## src/rtl/lsb_pkg.sv

```systemverilog
// Package: register map, field layout, reset values and timing of the logical signal bank
package lsb_pkg;
  // ************************************************************
  // Sizes
  // ************************************************************
  localparam int          NCH        = 32;
  localparam int          PULSE_W    = 18;
  localparam int          STAMP_W    = 32;
  // ************************************************************
  // Timing
  // ************************************************************
  localparam int          CLK_HZ     = 40_000_000;
  localparam int          PULSE_MS   = 5;
  localparam int          PULSE_CYC  = PULSE_MS * (CLK_HZ / 1000);
  localparam int          STAMP_US   = 1;
  localparam int          STAMP_CYC  = STAMP_US * (CLK_HZ / 1_000_000);
  localparam int          DIV_W      = 6;
  // ************************************************************
  // Register byte offsets
  // ************************************************************
  localparam logic [7:0]  OFS_LO_STATE  = 8'h00;
  localparam logic [7:0]  OFS_LI_STATE  = 8'h04;
  localparam logic [7:0]  OFS_LI_MODE   = 8'h08;
  localparam logic [7:0]  OFS_CMD_ON    = 8'h0C;
  localparam logic [7:0]  OFS_CMD_OFF   = 8'h10;
  localparam logic [7:0]  OFS_EVT_SEL   = 8'h14;
  localparam logic [7:0]  OFS_RT_BLOCK  = 8'h18;
  localparam logic [7:0]  OFS_RT_GROUP  = 8'h1C;
  localparam logic [7:0]  OFS_RT_RELAY  = 8'h20;
  localparam logic [7:0]  OFS_RT_LED    = 8'h24;
  localparam logic [7:0]  OFS_IRQ_STAT  = 8'h28;
  localparam logic [7:0]  OFS_IRQ_MASK  = 8'h2C;
  localparam logic [7:0]  OFS_STAMP     = 8'h30;
  // ************************************************************
  // Fields and reset values
  // ************************************************************
  localparam int          SEL_OUT_ON  = 0;
  localparam int          SEL_OUT_OFF = 1;
  localparam int          SEL_IN_ON   = 2;
  localparam int          SEL_IN_OFF  = 3;
  localparam int          IRQ_OUT_EVT = 0;
  localparam int          IRQ_IN_EVT  = 1;
  localparam int          IRQ_PULSE   = 2;
  localparam logic [3:0]  EVT_SEL_RST = 4'hF;
  localparam logic [31:0] ZERO32      = 32'h0000_0000;
endpackage

```

## src/rtl/lsb_pulse_if.sv

```systemverilog
// Interface: pulse-mode timer requests and expiries between controller and timer bank
`timescale 1ns/1ps
`default_nettype none
interface lsb_pulse_if;
  logic [31:0] start;
  logic [31:0] expire;
  logic [31:0] active;
  modport ctrl (output start, input expire, input active);
  modport bank (input start, output expire, output active);
endinterface
`default_nettype wire

```

## src/rtl/lsb_top.sv

```systemverilog
// Logical signal bank: 32 logical outputs, 32 logical inputs, events and APB registers
//
// Summary of operation
// - Thirty-two logical outputs, each taken from a user logic signal.
// - Outputs route to protection blocking, group select, output relays and LEDs.
// - Every logical output state is readable by the supervisory system.
// - Each channel change gives an ON or OFF event carrying its index.
// - Per-function selection stores ON, OFF or both; unselected kinds dropped.
// - Each stored event carries a time stamp of its change.
// - Thirty-two logical inputs set by control commands, not physical pins.
// - After reboot every logical input starts at zero.
// - Hold mode: command 1 sets, stays until command 0 or reboot.
// - Pulse mode: command 1 sets, auto-return to zero after 5 ms.
//
// Decided for this implementation: the register offsets and the APB register port.
`timescale 1ns/1ps
`default_nettype none
module lsb_top #(
  parameter int PULSE_CYCLES = lsb_pkg::PULSE_CYC
) (
  input  wire logic        clk,
  input  wire logic        rstn,
  input  wire logic        psel,
  input  wire logic        penable,
  input  wire logic        pwrite,
  input  wire logic [7:0]  paddr,
  input  wire logic [31:0] pwdata,
  output logic      [31:0] prdata,
  output logic             pready,
  output logic             pslverr,
  input  wire logic [31:0] logic_out_src,
  input  wire logic        mimic_cmd_valid,
  input  wire logic [4:0]  mimic_cmd_chan,
  input  wire logic        mimic_cmd_value,
  output logic      [31:0] logic_in_channel,
  output logic      [31:0] prot_block,
  output logic             group_switch,
  output logic      [31:0] relay_drive,
  output logic      [31:0] led_drive,
  output logic             evt_valid,
  output logic      [31:0] output_event_block_on,
  output logic      [31:0] output_event_block_off,
  output logic      [31:0] input_event_block_on,
  output logic      [31:0] input_event_block_off,
  output logic      [31:0] evt_stamp,
  output logic             irq
);
  // ************************************************************
  // Functions
  // ************************************************************
  function automatic logic [31:0] onehot(input logic [4:0] idx);
    onehot = 32'h0000_0001 << idx;
  endfunction

  function automatic logic [31:0] wmask(input logic hit, input logic [31:0] d);
    wmask = hit ? d : lsb_pkg::ZERO32;
  endfunction

  // ************************************************************
  // Storage
  // ************************************************************
  logic [31:0]              logic_out_channel;
  logic [31:0]              lo_prev;
  logic [31:0]              li_prev;
  logic [31:0]              li_mode;
  logic [3:0]               evt_sel;
  logic [31:0]              rt_block;
  logic [31:0]              rt_group;
  logic [31:0]              rt_relay;
  logic [31:0]              rt_led;
  logic [2:0]               irq_stat;
  logic [2:0]               irq_mask;
  logic [lsb_pkg::DIV_W-1:0] div_cnt;
  logic                     us_tick;
  logic [31:0]              stamp;
  logic                     wr;
  logic                     setup;
  logic [31:0]              set_req;
  logic [31:0]              clr_req;
  logic [31:0]              next_li;
  logic [31:0]              lo_on;
  logic [31:0]              lo_off;
  logic [31:0]              li_on;
  logic [31:0]              li_off;
  logic [31:0]              next_rdata;
  logic                     next_err;
  lsb_pulse_if              pif ();

  lsb_pulse_bank #(.PULSE_CYCLES(PULSE_CYCLES)) u_bank (
    .clk  (clk),
    .rstn (rstn),
    .pif  (pif)
  );

  // ************************************************************
  // Bus decode
  // ************************************************************
  assign pready = 1'b1;
  assign wr     = psel && penable && pwrite;
  assign setup  = psel && !penable;

  // ************************************************************
  // Logical outputs
  // ************************************************************
  always_ff @(posedge clk)
  begin
    if (!rstn)
      logic_out_channel <= '0;
    else
      logic_out_channel <= logic_out_src;
  end

  always_ff @(posedge clk)
  begin
    if (!rstn)
    begin
      prot_block   <= '0;
      group_switch <= 1'b0;
      relay_drive  <= '0;
      led_drive    <= '0;
    end
    else
    begin
      prot_block   <= logic_out_channel & rt_block;
      group_switch <= |(logic_out_channel & rt_group);
      relay_drive  <= logic_out_channel & rt_relay;
      led_drive    <= logic_out_channel & rt_led;
    end
  end

  // ************************************************************
  // Logical input commands
  // ************************************************************
  // Mimic switch and bus writes merge into one request pair
  assign set_req = wmask(wr && paddr == lsb_pkg::OFS_CMD_ON, pwdata)
                 | wmask(mimic_cmd_valid && mimic_cmd_value, onehot(mimic_cmd_chan));
  assign clr_req = wmask(wr && paddr == lsb_pkg::OFS_CMD_OFF, pwdata)
                 | wmask(mimic_cmd_valid && !mimic_cmd_value, onehot(mimic_cmd_chan));
  assign pif.start = set_req & li_mode;

  always_comb
  begin
    // Set wins over clear in hold mode; pulse mode ignores clear
    next_li = (((logic_out_in_hold(logic_in_channel, clr_req)) | set_req) & ~li_mode)
            | (((logic_in_channel & ~pif.expire) | set_req) & li_mode);
  end

  function automatic logic [31:0] logic_out_in_hold(input logic [31:0] s, input logic [31:0] c);
    logic_out_in_hold = s & ~c;
  endfunction

  always_ff @(posedge clk)
  begin
    if (!rstn)
      logic_in_channel <= '0;
    else
      logic_in_channel <= next_li;
  end

  // ************************************************************
  // Time stamp
  // ************************************************************
  assign us_tick = (div_cnt == lsb_pkg::DIV_W'(lsb_pkg::STAMP_CYC - 1));

  always_ff @(posedge clk)
  begin
    if (!rstn || us_tick)
      div_cnt <= '0;
    else
      div_cnt <= div_cnt + 6'h01;
  end

  always_ff @(posedge clk)
  begin
    if (!rstn)
      stamp <= '0;
    else if (us_tick)
      stamp <= stamp + 32'h0000_0001;
  end

  // ************************************************************
  // Events
  // ************************************************************
  assign lo_on  = logic_out_channel & ~lo_prev & {32{evt_sel[lsb_pkg::SEL_OUT_ON]}};
  assign lo_off = ~logic_out_channel & lo_prev & {32{evt_sel[lsb_pkg::SEL_OUT_OFF]}};
  assign li_on  = logic_in_channel & ~li_prev & {32{evt_sel[lsb_pkg::SEL_IN_ON]}};
  assign li_off = ~logic_in_channel & li_prev & {32{evt_sel[lsb_pkg::SEL_IN_OFF]}};

  always_ff @(posedge clk)
  begin
    if (!rstn)
    begin
      lo_prev <= '0;
      li_prev <= '0;
    end
    else
    begin
      lo_prev <= logic_out_channel;
      li_prev <= logic_in_channel;
    end
  end

  // Bit position of each vector is the channel index
  always_ff @(posedge clk)
  begin
    if (!rstn)
    begin
      evt_valid              <= 1'b0;
      output_event_block_on  <= '0;
      output_event_block_off <= '0;
      input_event_block_on   <= '0;
      input_event_block_off  <= '0;
      evt_stamp              <= '0;
    end
    else
    begin
      evt_valid              <= |{lo_on, lo_off, li_on, li_off};
      output_event_block_on  <= lo_on;
      output_event_block_off <= lo_off;
      input_event_block_on   <= li_on;
      input_event_block_off  <= li_off;
      evt_stamp              <= stamp;
    end
  end

  // ************************************************************
  // Control registers
  // ************************************************************
  always_ff @(posedge clk)
  begin
    if (!rstn)
    begin
      li_mode  <= '0;
      evt_sel  <= lsb_pkg::EVT_SEL_RST;
      rt_block <= '0;
      rt_group <= '0;
      rt_relay <= '0;
      rt_led   <= '0;
      irq_mask <= '0;
    end
    else if (wr)
    begin
      unique case (paddr)
        lsb_pkg::OFS_LI_MODE:  li_mode  <= pwdata;
        lsb_pkg::OFS_EVT_SEL:  evt_sel  <= pwdata[3:0];
        lsb_pkg::OFS_RT_BLOCK: rt_block <= pwdata;
        lsb_pkg::OFS_RT_GROUP: rt_group <= pwdata;
        lsb_pkg::OFS_RT_RELAY: rt_relay <= pwdata;
        lsb_pkg::OFS_RT_LED:   rt_led   <= pwdata;
        lsb_pkg::OFS_IRQ_MASK: irq_mask <= pwdata[2:0];
        default:               li_mode  <= li_mode;
      endcase
    end
  end

  // ************************************************************
  // Interrupts
  // ************************************************************
  // New events win over a write-one clear in the same cycle
  always_ff @(posedge clk)
  begin
    if (!rstn)
      irq_stat <= '0;
    else
      irq_stat <= (irq_stat & ~3'(wmask(wr && paddr == lsb_pkg::OFS_IRQ_STAT, pwdata)))
                | {|(pif.expire & li_mode), |{li_on, li_off}, |{lo_on, lo_off}};
  end

  assign irq = |(irq_stat & irq_mask);

  // ************************************************************
  // Read path
  // ************************************************************
  always_comb
  begin
    next_err = 1'b0;
    unique case (paddr)
      lsb_pkg::OFS_LO_STATE: next_rdata = logic_out_channel;
      lsb_pkg::OFS_LI_STATE: next_rdata = logic_in_channel;
      lsb_pkg::OFS_LI_MODE:  next_rdata = li_mode;
      lsb_pkg::OFS_CMD_ON:   next_rdata = '0;
      lsb_pkg::OFS_CMD_OFF:  next_rdata = '0;
      lsb_pkg::OFS_EVT_SEL:  next_rdata = {28'h0000000, evt_sel};
      lsb_pkg::OFS_RT_BLOCK: next_rdata = rt_block;
      lsb_pkg::OFS_RT_GROUP: next_rdata = rt_group;
      lsb_pkg::OFS_RT_RELAY: next_rdata = rt_relay;
      lsb_pkg::OFS_RT_LED:   next_rdata = rt_led;
      lsb_pkg::OFS_IRQ_STAT: next_rdata = {29'h00000000, irq_stat};
      lsb_pkg::OFS_IRQ_MASK: next_rdata = {29'h00000000, irq_mask};
      lsb_pkg::OFS_STAMP:    next_rdata = stamp;
      default:
      begin
        next_rdata = '0;
        next_err   = 1'b1;
      end
    endcase
  end

  // Captured in setup, presented through the access cycle
  always_ff @(posedge clk)
  begin
    if (!rstn)
    begin
      prdata  <= '0;
      pslverr <= 1'b0;
    end
    else if (setup)
    begin
      prdata  <= pwrite ? lsb_pkg::ZERO32 : next_rdata;
      pslverr <= next_err;
    end
  end
endmodule
`default_nettype wire

```

## src/rtl/lsb_pulse_bank.sv

```systemverilog
// Bank of per-channel pulse timers for logical inputs in pulse mode
`timescale 1ns/1ps
`default_nettype none
module lsb_pulse_bank #(
  parameter int PULSE_CYCLES = lsb_pkg::PULSE_CYC
) (
  input  wire logic  clk,
  input  wire logic  rstn,
  lsb_pulse_if.bank  pif
);
  localparam logic [lsb_pkg::PULSE_W-1:0] LOAD = lsb_pkg::PULSE_W'(PULSE_CYCLES);
  localparam logic [lsb_pkg::PULSE_W-1:0] ONE  = 18'h00001;
  logic [lsb_pkg::PULSE_W-1:0] cnt [lsb_pkg::NCH];

  for (genvar i = 0; i < lsb_pkg::NCH; i++)
  begin : g_ch
    // Start or restart reloads the count to PULSE_CYCLES
    always_ff @(posedge clk)
    begin
      if (!rstn)
        cnt[i] <= '0;
      else if (pif.start[i])
        cnt[i] <= LOAD;
      else if (cnt[i] != '0)
        cnt[i] <= cnt[i] - ONE;
    end
    assign pif.expire[i] = (cnt[i] == ONE) && !pif.start[i];
    assign pif.active[i] = (cnt[i] != '0);
  end
endmodule
`default_nettype wire

```

## config.mk

```make
export PLATFORM = sky130hd
export DESIGN_NAME = lsb_top
export DESIGN_NICKNAME = d
export VERILOG_FILES = /design/src/rtl/lsb_pkg.sv /design/src/rtl/lsb_pulse_if.sv /design/src/rtl/lsb_top.sv /design/src/rtl/lsb_pulse_bank.sv
export SDC_FILE = /design/constraint.sdc
export NUM_CORES = 2
export LEC_CHECK = 0
export BUFFER_PORTS_ARGS = -buffer_cell sky130_fd_sc_hd__clkbuf_2
export CORE_MARGIN = 1.5
export CORE_UTILIZATION = 35
export DETAILED_ROUTE_END_ITERATION = 6
export SLEW_MARGIN = 20
export SYNTH_ARGS = -nofsm -noshare
export SYNTH_HDL_FRONTEND = slang
export SYNTH_SLANG_ARGS = --single-unit
```

## constraint.sdc

```tcl
create_clock -name clk -period 4.43 [get_ports clk]
set_clock_uncertainty 0.05 [all_clocks]
set_input_delay 0.443 -clock clk [delete_from_list [all_inputs] [get_ports clk]]
set_output_delay 0.443 -clock clk [all_outputs]
set_load 0.01 [all_outputs]
```

==> impl_metrics.yaml <==
run_status:
  status: "completed"
layout:
  area.growth.synth_to_final_pct: 17.26
  multi_input_area_mm2: 0.02282
  drive_above_1_share: 0.1273
  fin_cells: 8020
  seqCellArea_mm2: 0.02985
  final_core_util: 0.4147
  top_register: "u_bank.cnt"
  fin_nets: 6067
  largest_reg_flops: 576
  fillCellCount: 14650
critical_path:
  cp.arrival_ps: 3640
  crit_type: "reg2reg"
  cp_max_fo: 18
  path_buf_inv: 0
  end_kind: "flop"
  slowest_stage: "or4_1"
  cp.required_ps: 4860
  cp_common_cell: "or4_1"
  cp_cell_sequence: "or4_1 -> or4_1 -> or3_4 -> nor4b_4 -> nand2_1 -> nand3_2 -> o21ai_0"
  r2r_cells: 7
  cp_slowest_stage_delay_ps: 620
  cpLargestDelayFamily: "simple AND/OR/NAND/NOR gates"
  startpoint: "u_bank.cnt[1][135]"
  cp_num_cells: 7
  startpoint_type: "flop"
  reg2reg_from: "u_bank.cnt[1][135]"
worst_hold_path:
  min_from: "pwdata[15]"
  hold_depth: 3
  hp-class: "in2reg"
timing:
  slew_violations: 0
  slew_headroom: 0.2611
  tightest_slew_ps: 1098
  setup_violations: 0
  period_minus_slack_ps: 3203
  finalSetupTns_ps: 0
  post-route-period-util: 0.7230
  rsz0062_at_grt: "no"
  timing.fmax_mhz: 312.2
  finalHoldViolations: 0
global_route:
  grt_start_max_net_pins: 95
  grt_pass1_vias: 41330
  globalRouteTotalUtil: 0.2199
  antenna_found_initial: 20
  grt_pass1_wl_um: 262100
  grt_remaining_overflow: 0
drt:
  wire_per_inst_um: 22.01
  wl_um: 176500
  ant_nets: 0
  drc: 0
  drt-pass1-iter-count: 6
  num_vias: 43410
  drtIter0Drc: 4737
  vias_per_cell: 5.413
placed_design:
  gp_congestion: 0.9284
  hpwlAfterDp_um: 127600
  place_inst: 7735
  numPortBuffers: 407
floorplan:
  die_w_um: 395.2
  start_util: 0.3537
  core_mm2: 0.1523
  die-area_mm2: 0.1562
  ios: 409
  die_h_um: 395.2
  num_rows: 143
clock_network:
  root_buffer: "clkbuf_16"
  clock_sinks: 1203
  htreeDepth: 4
  post_cts_resized: 0
  clockBufferDepth: 3
  tritoncts: "built"
  path_clk_slew_ps: 60
  clk_latency_ps: 770
  holdBufCountCts: 48
  postCtsSetupRepairBufs: 0
  cts_buffers: 130
synth:
  synth_top_area_frac: 0.3212
  ys_types: 75
  ys_ff_latch: 1203
  synth_fp_nets: 5594
  syn_area_mm2: 0.05385
  synth_cells: 5412
  synth_commonest_cells: "729 x nor2_1, 627 x dfxtp_1, 586 x nand2_1"
  async_flop_share: 0
  yosysWarnings: 0
  synth_edf_count: 576
  synth_area_leaders: "edfxtp_1 32%, dfxtp_1 23%, xnor2_1 5.4%"
  avgSynthCellArea_um2: 9.950
  synthFlopType: "dfxtp_1"
  yosysMostFrequentCell: "nor2_1"
  seq_area_frac_synth: 0.5543
  synth_largest_area_cell: "edfxtp_1"
flow_run:
  maxCapViolations: 0
power_and_ir_drop:
  max-vdd-ir-drop_v: 0.0004353
  powerDensity_mw_per_mm2: 567.7
  power.leakage_nw: 24.35
worst min-delay path: stages:
cell and delay, ps:
clkbuf_2 220, nand2_1 110, a21oi_1 60
metrics by stage:
stage / power [mW] / instance area [µm²] / worst slack [ps] / hold WS [ps]
6_report: 35.85 / 63140 / 1227 / 66.11
5_1_grt: 38.00 / 63140 / 957.8 / 23.11
4_1_cts: 36.00 / 63130 / 1216 / 2.010
3_5_place_dp: 25.05 / 58410 / 890.6 / 389.7
3_3_place_gp: 24.80 / 58400 / 958.5 / 377.1
2_1_floorplan: 22.91 / 53850 / 1269 / 363.2
layout by cell type (no fill, tap or decap), types with 96 or more instances in the layout:
cell type,Yosys,routed
xnor2_1,330,330
nor3_1,198,190
nand3_1,151,151
and2_1,127,127
nor4_1,108,108
nor2_1,729,728
a21oi_1,293,293
dfxtp_1,627,627
o21ai_0,209,209
ha_1,98,98
inv_1,99,98
and3_1,126,126
clkbuf_16,0,137
nand2_1,586,585
a22oi_1,172,172
edfxtp_1,576,576
buf_4,2,96
nand2b_1,109,109
xor2_1,157,157
clkbuf_2,9,407
cell type report:
class | instances | share of cell area
Clock buffer | 180 | 0.06004
Multi-Input combinational cell | 3897 | 0.3613
Sequential cell | 1203 | 0.4727
Inverter | 99 | 0.006004
Antenna cell | 3 | 0.0001189
Clock inverter | 54 | 0.007193
Timing Repair Buffer | 554 | 0.05239
Tap cell | 2030 | 0.04022
worst paths after layout:
| check | end | slack [ps] |
|---|---|---|
| worst max-delay path | u_bank.cnt[1][137] | 1230 |
| worst min-delay path | rt_block[15] | 70 |
| worst max register to register | u_bank.cnt[1][137] | 1230 |
| worst min register to register | output_event_block_on[25] | 400 |
logic make-up (layout without fill, tap and decap cells):
group,after synthesis,count (layout),synth area share
mux,2,2,0.0003718
fa+ha+maj,98,98,0.02277
xor+xnor,487,487,0.07921
other cells,1,4,0.00006964
simple gates,2465,2465,0.2226
flops,1203,1203,0.5543
buf+inv,312,887,0.02354
compound gates,844,844,0.09715
power breakdown:
group          internal, mW  switching [mW]
Clock                  6.24            4.62
Combinational          3.94            5.43
Sequential             14.1            1.56
metal layers:
| metal | vias to the layer above | track usage | share of wire |
|---|---|---|---|
| met5 | - | 0 | 0.00063 |
| met1 | 21060 | 0.2923 | 0.42 |
| met4 | 20 | 0.1100 | 0.052 |
| met3 | 356 | 0.04844 | 0.086 |
| met2 | 1841 | 0.3365 | 0.44 |
| li1 | 20140 | - | - |
Power figures use the tool's default switching activity.
